**src/verilog/tgpc_pkg.sv**
```systemverilog
package tgpc_pkg;

  localparam int          TGPC_PINS       = 7;
  localparam int          TGPC_ADDR_W     = 6;
  localparam int          TGPC_DATA_W     = 16;
  localparam logic [5:0]  DIR_ADDR        = 6'h0b;
  localparam logic [5:0]  OUTVAL_ADDR     = 6'h0c;
  localparam logic [5:0]  CTRLC_ADDR      = 6'h09;

  localparam int          DIR_DRV_HI      = 15;
  localparam int          DIR_DRV_LO      = 14;
  localparam int          DIR_OEN_HI      = 13;
  localparam int          DIR_OEN_LO      = 7;
  localparam int          DIR_IEN_HI      = 6;
  localparam int          DIR_IEN_LO      = 0;
  localparam int          OV_HDRV_LO      = 14;
  localparam int          OV_MISO_LO      = 12;
  localparam int          OV_CLKO_LO      = 10;
  localparam int          OV_IRQ_LO       = 8;
  localparam int          OV_PUP_BIT      = 7;
  localparam int          OV_LVL_LO       = 0;
  localparam int          CTRLC_ALT_BIT   = 7;

  localparam logic [15:0] DIR_RESET       = 16'h0000;
  localparam logic [15:0] OUTVAL_RESET    = 16'h0380;
  localparam logic [15:0] CTRLC_RESET     = 16'h0000;

  typedef struct packed {
    logic        wrEn;
    logic        rdEn;
    logic [5:0]  addr;
    logic [15:0] wrData;
  } tgpc_req_t;

  typedef struct packed {
    logic [1:0] lowPinsDrive;
    logic [1:0] highPinsDrive;
    logic [1:0] misoDrive;
    logic [1:0] clkoDrive;
    logic [1:0] irqDrive;
    logic       irqPullupEn;
  } tgpc_drive_t;

  typedef enum logic [1:0] {
    TGPC_PIN_FLOAT  = 2'b00,
    TGPC_PIN_INPUT  = 2'b01,
    TGPC_PIN_OUTPUT = 2'b11
  } tgpc_pinmode_t;

  function automatic tgpc_pinmode_t tgpc_pin_mode(input logic ien, input logic oen);
    if (ien)
    begin
      return TGPC_PIN_INPUT;
    end
    else if (oen)
    begin
      return TGPC_PIN_OUTPUT;
    end
    return TGPC_PIN_FLOAT;
  endfunction : tgpc_pin_mode

endpackage : tgpc_pkg

```
**src/verilog/tgpc_reg16.sv**
```systemverilog
`timescale 1ns/100ps
module tgpc_reg16
  import tgpc_pkg::*;
#(
  parameter logic [15:0] RESET_VALUE = 16'h0000
)
(
  input  wire logic        clock,
  input  wire logic        resetn,
  input  wire logic        load,
  input  wire logic [15:0] loadData,
  output logic      [15:0] value
);

  typedef struct packed {
    logic [15:0] value;
  } tgpc_r16_state_t;

  tgpc_r16_state_t state_q;
  tgpc_r16_state_t state_d;

  always_comb
  begin
    state_d = state_q;
    if (load)
    begin
      state_d.value = loadData;
    end
  end

  always_ff @(posedge clock or negedge resetn)
  begin
    if (!resetn)
    begin
      state_q <= '{value: RESET_VALUE};
    end
    else
    begin
      state_q <= state_d;
    end
  end

  assign value = state_q.value;

endmodule : tgpc_reg16

```
**src/verilog/tgpc_pin_ctrl.sv**
```systemverilog
`timescale 1ns/100ps
module tgpc_pin_ctrl
  import tgpc_pkg::*;
(
  input  wire logic ien,
  input  wire logic oen,
  input  wire logic level,
  input  wire logic altEn,
  input  wire logic altLevel,
  output logic      padOut,
  output logic      padOe_n
);

  tgpc_pinmode_t mode;

  always_comb
  begin
    mode    = tgpc_pin_mode(ien, oen);
    padOut  = 1'b0;
    padOe_n = 1'b1;
    if (altEn)
    begin
      padOut  = altLevel;
      padOe_n = 1'b0;
    end
    else if (mode == TGPC_PIN_OUTPUT)
    begin
      padOut  = level;
      padOe_n = 1'b0;
    end
    else
    begin
      padOe_n = 1'b1;
    end
  end

endmodule : tgpc_pin_ctrl

```
**src/verilog/tgpc_pad_control.sv**
```systemverilog
// Notes on behaviour
// - direction bits 13..7 enable output drivers of pins 7..1
// - direction bits 6..0 enable inputs of pins 7..1
// - both enables set: pin is an input, driver off
// - during reset all pins float and return to input configuration
// - direction bits 15-14 set shared drive of pins 1-4, reset 00
// - output-value bits 15-14 set shared drive of pins 5-7, reset 00
// - output-value bits 13-12 set serial data-out drive, reset 00
// - output-value bits 11-10 set clock-out drive, reset 00
// - output-value bits 9-8 set interrupt pin drive, reset 11
// - output-value bits 6..0 give levels of pins 7..1 when outputs
// - alternate-status enable: pin 1 shows busy, pin 2 checksum/assessment result
`timescale 1ns/100ps
module tgpc_pad_control
  import tgpc_pkg::*;
(
  input  wire logic        clock,
  input  wire logic        resetn,
  input  tgpc_req_t        regReq,
  output logic      [15:0] regRdData,
  input  wire logic        outOfIdle,
  input  wire logic        crcOrCcaValid,
  input  wire logic [6:0]  pinIn,
  output logic      [6:0]  pinOut,
  output logic      [6:0]  pinOe_n,
  output logic      [6:0]  pinInEnable,
  output logic      [6:0]  pinInValue,
  output tgpc_drive_t      padDrive
);

  typedef struct packed {
    logic [15:0] rdData;
    logic [6:0]  inValue;
  } tgpc_top_state_t;

  tgpc_top_state_t state_q;
  tgpc_top_state_t state_d;

  logic [15:0] dirReg;
  logic [15:0] outValReg;
  logic [15:0] ctrlCReg;
  logic        dirLoad;
  logic        outValLoad;
  logic        ctrlCLoad;
  logic [6:0]  oenBits;
  logic [6:0]  ienBits;
  logic [6:0]  lvlBits;
  logic        altEn;
  logic [6:0]  altMask;
  logic [6:0]  altLevel;

  assign dirLoad    = regReq.wrEn && (regReq.addr == DIR_ADDR);
  assign outValLoad = regReq.wrEn && (regReq.addr == OUTVAL_ADDR);
  assign ctrlCLoad  = regReq.wrEn && (regReq.addr == CTRLC_ADDR);

  tgpc_reg16 #(
    .RESET_VALUE (DIR_RESET)
  ) u_dir (
    .clock    (clock),
    .resetn   (resetn),
    .load     (dirLoad),
    .loadData (regReq.wrData),
    .value    (dirReg)
  );

  tgpc_reg16 #(
    .RESET_VALUE (OUTVAL_RESET)
  ) u_outval (
    .clock    (clock),
    .resetn   (resetn),
    .load     (outValLoad),
    .loadData (regReq.wrData),
    .value    (outValReg)
  );

  // only the alternate-status bit is kept
  tgpc_reg16 #(
    .RESET_VALUE (CTRLC_RESET)
  ) u_ctrlc (
    .clock    (clock),
    .resetn   (resetn),
    .load     (ctrlCLoad),
    .loadData (regReq.wrData & (16'h0001 << CTRLC_ALT_BIT)),
    .value    (ctrlCReg)
  );

  assign oenBits = dirReg[DIR_OEN_HI:DIR_OEN_LO];
  assign ienBits = dirReg[DIR_IEN_HI:DIR_IEN_LO];
  assign lvlBits = outValReg[OV_LVL_LO +: TGPC_PINS];
  assign altEn   = ctrlCReg[CTRLC_ALT_BIT];
  assign altMask = {5'b0_0000, altEn, altEn};
  assign altLevel = {5'b0_0000, crcOrCcaValid, outOfIdle};

  // reset values give floating pins with inputs enabled
  genvar gi;
  generate
    for (gi = 0; gi < TGPC_PINS; gi++)
    begin : g_pin
      tgpc_pin_ctrl u_pin (
        .ien      (ienBits[gi]),
        .oen      (oenBits[gi]),
        .level    (lvlBits[gi]),
        .altEn    (altMask[gi]),
        .altLevel (altLevel[gi]),
        .padOut   (pinOut[gi]),
        .padOe_n  (pinOe_n[gi])
      );
    end
  endgenerate

  // during reset the registers hold zero enables: all drivers off
  assign pinInEnable = ienBits | ~(oenBits | altMask);

  always_comb
  begin
    state_d         = state_q;
    state_d.inValue = pinIn & pinInEnable;
    if (regReq.rdEn)
    begin
      unique case (regReq.addr)
        DIR_ADDR:    state_d.rdData = dirReg;
        OUTVAL_ADDR: state_d.rdData = outValReg;
        CTRLC_ADDR:  state_d.rdData = ctrlCReg;
        default:     state_d.rdData = 16'h0000;
      endcase
    end
  end

  always_ff @(posedge clock or negedge resetn)
  begin
    if (!resetn)
    begin
      state_q <= '{rdData: 16'h0000, inValue: 7'h00};
    end
    else
    begin
      state_q <= state_d;
    end
  end

  assign regRdData  = state_q.rdData;
  assign pinInValue = state_q.inValue;

  // one driver for the whole drive struct
  assign padDrive = '{
    lowPinsDrive:  dirReg[DIR_DRV_HI:DIR_DRV_LO],
    highPinsDrive: outValReg[OV_HDRV_LO +: 2],
    misoDrive:     outValReg[OV_MISO_LO +: 2],
    clkoDrive:     outValReg[OV_CLKO_LO +: 2],
    irqDrive:      outValReg[OV_IRQ_LO +: 2],
    irqPullupEn:   outValReg[OV_PUP_BIT]
  };

endmodule : tgpc_pad_control

```
**config.mk**
```make
export PLATFORM = sky130hd
export DESIGN_NAME = tgpc_pad_control
export DESIGN_NICKNAME = d
export VERILOG_FILES = /design/src/verilog/tgpc_pkg.sv /design/src/verilog/tgpc_reg16.sv /design/src/verilog/tgpc_pin_ctrl.sv /design/src/verilog/tgpc_pad_control.sv
export SDC_FILE = /design/constraint.sdc
export NUM_CORES = 1
export LEC_CHECK = 0
export BUFFER_PORTS_ARGS = -buffer_cell sky130_fd_sc_hd__buf_4
export CORE_UTILIZATION = 55
export CTS_BUF_LIST = sky130_fd_sc_hd__clkbuf_8
export CTS_CLUSTER_SIZE = 16
export DETAILED_ROUTE_END_ITERATION = 8
export PLACE_DENSITY_LB_ADDON = 0.1
export SLEW_MARGIN = 15
export SYNTH_ARGS = -nofsm -noshare
export SYNTH_HDL_FRONTEND = slang
export SYNTH_SLANG_ARGS = --single-unit
```
**constraint.sdc**
```tcl
create_clock -name clock -period 3.4 [get_ports clock]
set_clock_uncertainty 0.05 [all_clocks]
set_input_delay 0.68 -clock clock [delete_from_list [all_inputs] [get_ports clock]]
set_output_delay 0.68 -clock clock [all_outputs]
set_load 0.02 [all_outputs]
```
==> summary.txt, run 1 <==
Placed Cells: 326
CTS clk-pin slew, worst paths: 0.09 ns
syn_nets: 242
Max clock buf depth: 2
Core Footprint: 0.004414 sq mm
# diodes: 0
hold buffer count at cts: 0
GRT Total Usage: 0.2280
status: finished, final reports clean
most frequent cell after synthesis: dfrtp_1
Yosys top cell area share: 0.5199
Setup Total Neg Slack: 0 ns
share of layout cells above drive strength 1: 0.4858
flop and latch count out of synthesis: 56
DIE AREA: 0.004915 sq mm
largest net degree at the start of global routing: 57
Skew-Pair Late Insertion Delay: 0.30 ns
Fillers: 334
die width: 70.11 um
drt wl/cell: 15.68 um
num rows: 24
most frequent cells after synthesis: dfrtp_1, inv_1, mux2_2
I/O pin total: 90
Clock Sink Count: 56
drt drc: 0
post-layout min period: 1.981 ns
initial antenna violation count: 0
EDFF count, synth: 0
Clock Power Share: 0.240
Worst Max-Slew Pin Slew: 0.7548 ns
Cell Area, Synth: 0.002551 sq mm
Syn Inst Count: 207
Final Non-Filler Cells: 334
Via Count: 1808
gr ovfl total: 0
FF-to-FF path depth: 3
Slew Viols, Final: 0
Die Ht: 70.11 um
Peak VDD IR: 0.3139 mV
YS warnings: 0
Initial Utilization: 0.5779
post-synthesis sequential area ratio: 0.5508
Async S/R FF share, synth: 1.000
Port Buf Inserts: 89
Net Sw Power: 420.1 uW
Power Internal: 1069 uW
final hold violation count: 0
RSZ-0062 raised after global routing: false
reg-to-reg endpoint: regRdData[7]
PostCTS Resize Cnt: 0
number of global-route vias before repair: 1798
worst setup path start: regReq[18]
Final Setup Violations: 0
Detail Placement HPWL: 3.707 mm
CTS tree: done
clk root buf: clkbuf_8
WS Path Type: input pin to register
Final Cycle Share: 0.5827
Initial DRC Count: 84
H-tree lvl count: 2
Worst EP arrival: 2.13 ns
CTS buffer count: 5
Sequential Power Share: 0.528
max-cap violations: 0
mean area per synthesized cell: 12.32 sq um
DRT Pass-1 Iters: 4
Leak: 0.001614 uW
Sw Share: 0.2822
nets@finish: 316
Routed WL: 5.237 mm
biggest area consumer among synthesized cells: dfrtp_1
HP Class: input pin to async pin
first-pass GRT wire length: 8.625 mm
power per cell area: 462.0 mW/mm^2
Comb pwr share: 0.232
CP peak stage delay: 0.70 ns
Area contributors post-synth: dfrtp_1, mux2_2, mux2_4, a22oi_1, buf_4
setup slack, reg-to-reg: 2.13 ns
crit path launch type: input pin
Setup Fix Bufs, Post-CTS: 0
crit end category: register
RD Place Congestion: 0.8054
f_max: 504.7 MHz
CP Data Required Time: 3.54 ns
DRT antenna net count: 0
worst-path cell chain: buf_4 > and3b_1 > nand2_4 > mux2_2
slowest stage cell, crit path: and3b_1
top_reg_cell synth: dfrtp_1
Layout area overhead: 26.29%
Rel. slew slack: 0.4968
library cells used by synthesis: 24
Crit Path Max Fanout: 16
Vias/cell: 5.413
FF-to-FF Start: u_ctrlc.value[7]
## logic make-up (layout without fill, tap and decap cells)
group / after synthesis / count (layout) / synth area share
flops: 56 / 56 / 0.5508
buf+inv: 47 / 122 / 0.09809
mux: 36 / 36 / 0.1726
compound gates: 36 / 36 / 0.09466
simple gates: 32 / 32 / 0.08386
## registers in the layout, indices dropped and copies added, names as in the netlist
name / flops
u_outval.value: 16
pinInValue: 7
regRdData: 16
u_ctrlc.value: 1
u_dir.value: 16
## power groups by stage
| stage | clock network [uW] | logic [uW] | registers [uW] |
|---|---|---|---|
| after floorplan | 0 | 185 | 818 |
| after global placement | 0 | 342 | 795 |
| after detailed placement | 0 | 349 | 798 |
| after CTS | 362 | 350 | 785 |
| after global routing | 393 | 371 | 794 |
| final | 357 | 345 | 786 |
## critical path, delay by kind of cell
family,cells,cell delay (ns)
and+or+nand+nor,2,0.98
muxes,1,0.34
buffers and inverters,1,0.12
## final cells by class
class                           instances  area [sq um]  area share
Multi-Input combinational cell        104         895.9      0.2781
Clock buffer                            6         82.58     0.02563
Tap cell                               52         65.06     0.02019
Clock inverter                          2         7.507    0.002330
Timing Repair Buffer                   90         675.6      0.2097
Inverter                               24         90.09     0.02796
Sequential cell                        56          1405      0.4361
## worst max-delay path by stage
stage / endpoint / slack, ns / depth (start not counted)
after floorplan: pinInEnable[0] / 1.61 / 2
after global placement: u_dir.value[9] / 1.15 / 4
after detailed placement: u_dir.value[6] / 1.14 / 4
after CTS: pinOut[0] / 1.43 / 3
after global routing: pinInEnable[0] / 1.34 / 2
final: u_dir.value[6] / 1.42 / 4
## layer usage
layer	global-route usage	routed length, um	part of all wire	vias up
met1	0.2988	2274	0.43	901
li1	-	-	-	840
met2	0.3803	2610	0.50	62
met4	0.05333	46	0.0088	0
met3	0.06061	306	0.058	5
met5	0	0	0	-
## stage by stage
stage | power, uW | utilization | cell area (sq um) | worst slack, ns | hold slack [ns]
global placement | 1137 | 0.7095 | 3132 | 1.154 | 0.4663
finish | 1489 | 0.7299 | 3222 | 1.419 | 0.3381
CTS | 1498 | 0.7299 | 3222 | 1.435 | 0.3886
floorplan | 1003 | - | 2551 | 1.615 | 0.3344
global route | 1559 | 0.7299 | 3222 | 1.343 | 0.4031
detailed placement | 1148 | 0.7095 | 3132 | 1.135 | 0.4705
## placed cells by master (no fill, tap or decap)
master	Yosys	layout
and3b_1	1	1
dfrtp_1	53	53
nand3_1	1	1
mux2_4	10	10
and4bb_2	1	1
nand2_4	2	2
dfstp_2	3	3
a22oi_1	15	15
a32oi_1	1	1
nand2b_1	10	10
and2_1	7	7
a21oi_1	2	2
nor3b_4	1	1
nor2_1	8	8
o21ai_0	2	2
and4b_1	1	1
buf_4	15	90
clkbuf_8	0	6
inv_1	24	26
mux2_2	24	24
mux2i_1	2	2
o22ai_1	16	16
Power figures use the tool's default switching activity.
==> run 2: changes to the inputs <==
--- a/config.mk
+++ b/config.mk
@@ -6,7 +6,7 @@
 export NUM_CORES = 1
 export LEC_CHECK = 0
 export BUFFER_PORTS_ARGS = -buffer_cell sky130_fd_sc_hd__buf_4
-export CORE_UTILIZATION = 55
+export CORE_UTILIZATION = 46
 export CTS_BUF_LIST = sky130_fd_sc_hd__clkbuf_8
 export CTS_CLUSTER_SIZE = 16
 export DETAILED_ROUTE_END_ITERATION = 8
==> constraint.sdc (replaced) <==
create_clock -name clock -period 1.6 [get_ports clock]
set_clock_uncertainty 0.05 [all_clocks]
set_input_delay 0.32 -clock clock [delete_from_list [all_inputs] [get_ports clock]]
set_output_delay 0.32 -clock clock [all_outputs]
set_load 0.02 [all_outputs]
==> summary.txt, run 2 (same netlist as run 1, synthesis figures left out) <==
first-pass GRT wire length: 9.039 mm (+4.8%)
FF-to-FF Start: u_ctrlc.value[7]
DIE AREA: 0.005848 sq mm (+19%)
Crit Path Max Fanout: 8 (-8)
Via Count: 1798 (-0.55%)
CTS tree: done
Min Hold Slack: 0.1668 ns (-0.1713 ns)
min-delay src: pinIn[3]
Final Setup Violations: 0 (unchanged)
reg-to-reg endpoint: regRdData[7]
CP Data Required Time: 1.23 ns (-2.31 ns)
crit path launch type: register
Leak: 0.001650 uW (+2.3%)
Die Ht: 76.47 um (+9.1%)
Routed WL: 5.581 mm (+6.6%)
Skew-Pair Late Insertion Delay: 0.30 ns (about the same)
CTS buffer count: 5 (unchanged)
hold path cells: 2
worst path bufs/invs: 1 (unchanged)
Core Footprint: 0.005238 sq mm (+19%)
M3 GR Usage: 0.03353 (-0.02707)
critical path's top delay family: flip-flops
RD Place Congestion: 0.7660 (-4.9%)
Sequential Power Share: 0.520 (-0.008)
number of global-route vias before repair: 1822 (+1.3%)
Setup Total Neg Slack: 0 ns (unchanged)
Sw Share: 0.2879 (+0.005695)
RSZ-0062 raised after global routing: true
Final Cycle Share: 0.9745
post-layout min period: 1.559 ns
f_max: 641.3 MHz
clk root buf: clkbuf_8
Fillers: 449 (+34%)
drt drc: 0 (unchanged)
Detail Placement HPWL: 3.867 mm (+4.3%)
power per cell area: 969.5 mW/mm^2 (+110%)
# diodes: 0 (unchanged)
Initial DRC Count: 126 (+50%)
FF-to-FF path depth: 3 (unchanged)
I/O pin total: 90 (unchanged)
Peak VDD IR: 0.5705 mV (+82%)
share of layout cells above drive strength 1: 0.5035 (+0.01766)
GR Util met2: 0.3162 (-0.06413)
Net Sw Power: 926.9 uW (+120%)
final hold violation count: 0 (unchanged)
Layout area overhead: 30.16%
Rel. slew slack: 0.7788 (+0.2820)
Power Internal: 2293 uW (+110%)
Slew Viols, Final: 0 (unchanged)
setup slack, reg-to-reg: 0.37 ns (-1.76 ns)
Most Crowded Layer GR: met2
Clock Sink Count: 56 (unchanged)
initial antenna violation count: 0 (unchanged)
worst-path cell chain: a21oi_1 > nor2_1 > buf_4
largest net degree at the start of global routing: 31 (-46%)
Port Buf Inserts: 89 (unchanged)
GRT Total Usage: 0.1990 (-0.02904)
Crit. path cell count: 3 (-1)
WS Path Type: register to output pin
Worst Max-Slew Pin Slew: 0.3318 ns (-0.4230 ns)
drt wl/cell: 15.59 um (-0.58%)
CTS clk-pin slew, worst paths: 0.09 ns (about the same)
Hold EP: pinInValue[3]
gr ovfl total: 0 (unchanged)
status: finished, final reports clean
nets@finish: 322 (+1.9%)
H-tree lvl count: 2 (unchanged)
Vias/cell: 5.022 (-7.2%)
CP peak stage delay: 0.48 ns (-0.22 ns)
most frequent cells in the layout: buf_4, dfrtp_1, inv_1, mux2_2, o22ai_1
die width: 76.47 um (+9.1%)
num rows: 26 (+8.3%)
Worst EP arrival: 1.19 ns (-0.94 ns)
Max clock buf depth: 2 (unchanged)
slowest stage cell, crit path: dfrtp_2
HP Class: input pin to register
most common cell after layout, fill and taps aside: buf_4
max-cap violations: 0 (unchanged)
Initial Utilization: 0.4871 (-0.09085)
GR met1 Demand/Resource: 0.2729 (-0.02589)
Comb pwr share: 0.236 (+0.004)
crit end category: output pin
Clock Power Share: 0.243 (+0.003)
DRT antenna net count: 0 (unchanged)
DRT Pass-1 Iters: 4 (unchanged)
run 2: cell types whose count changed in the layout (fill, tap and decap cells not counted), sizes merged:
cell / change
dlygate4sd3: +1
buf: +5
run 2: what timing repair did:
item,4_1_cts,5_1_grt
gates resized for setup,1,4
endpoints found under the setup margin,4,6
hold buffers,1,0
buffers inserted,0,0
endpoints found under the hold margin,22,0
run 2: power groups by stage:
stage | Combinational [uW] | Clock (uW) | Sequential [uW]
CTS | 764 | 812 | 1670
detailed placement | 762 | 0 | 1700
global placement | 745 | 0 | 1700
floorplan | 394 | 0 | 1740
global route | 818 | 857 | 1700
finish | 761 | 783 | 1680
run 2: metal layers:
| layer | routed length (um) | vias to the layer above | part of all wire |
|---|---|---|---|
| li1 | - | 856 | - |
| met1 | 2578 | 875 | 0.46 |
| met2 | 2674 | 58 | 0.48 |
| met3 | 251 | 9 | 0.045 |
| met4 | 76 | 0 | 0.014 |
| met5 | 0 | - | 0 |
run 2: worst register-to-register path: stages, from the launching register on:
cell and delay [ns]:
dfrtp_2 0.48, mux2_2 0.28, a32oi_1 0.22, o22ai_1 0.09
run 2: worst max-delay path by stage:
stage	from	end	slack [ns]
floorplan	u_ctrlc.value[7]	pinInEnable[0]	0.17
global placement	regReq[20]	u_outval.value[13]	0.09
detailed placement	regReq[20]	u_outval.value[14]	0.05
CTS	u_ctrlc.value[7]	pinInEnable[0]	0.004
global route	u_ctrlc.value[7]	pinOut[0]	-0.03
finish	u_ctrlc.value[7]	pinOut[1]	0.04
run 2: area by class of cell:
class / instances / area, sq um / area share
clock inverters: 2 / 7.507 / 0.002261
repair buffers: 96 / 735.7 / 0.2216
well taps: 70 / 87.58 / 0.02638
multi-input cells: 104 / 910.9 / 0.2743
flip-flops and latches: 56 / 1406 / 0.4235
inverters: 24 / 90.09 / 0.02713
clock buffers: 6 / 82.58 / 0.02487
run 2: per-stage QoR:
stage | setup WS (ns) | instances | power, uW | util | instance area, sq um
after global placement | 0.08612 | 349 | 2441 | 0.6118 | 3204
final | 0.04073 | 358 | 3219 | 0.6340 | 3321
after global routing | -0.02592 | 358 | 3370 | 0.6340 | 3321
after CTS | 0.003968 | 358 | 3247 | 0.6312 | 3306
after detailed placement | 0.05154 | 349 | 2457 | 0.6118 | 3204
after floorplan | 0.1748 | 207 | 2132 | - | 2551
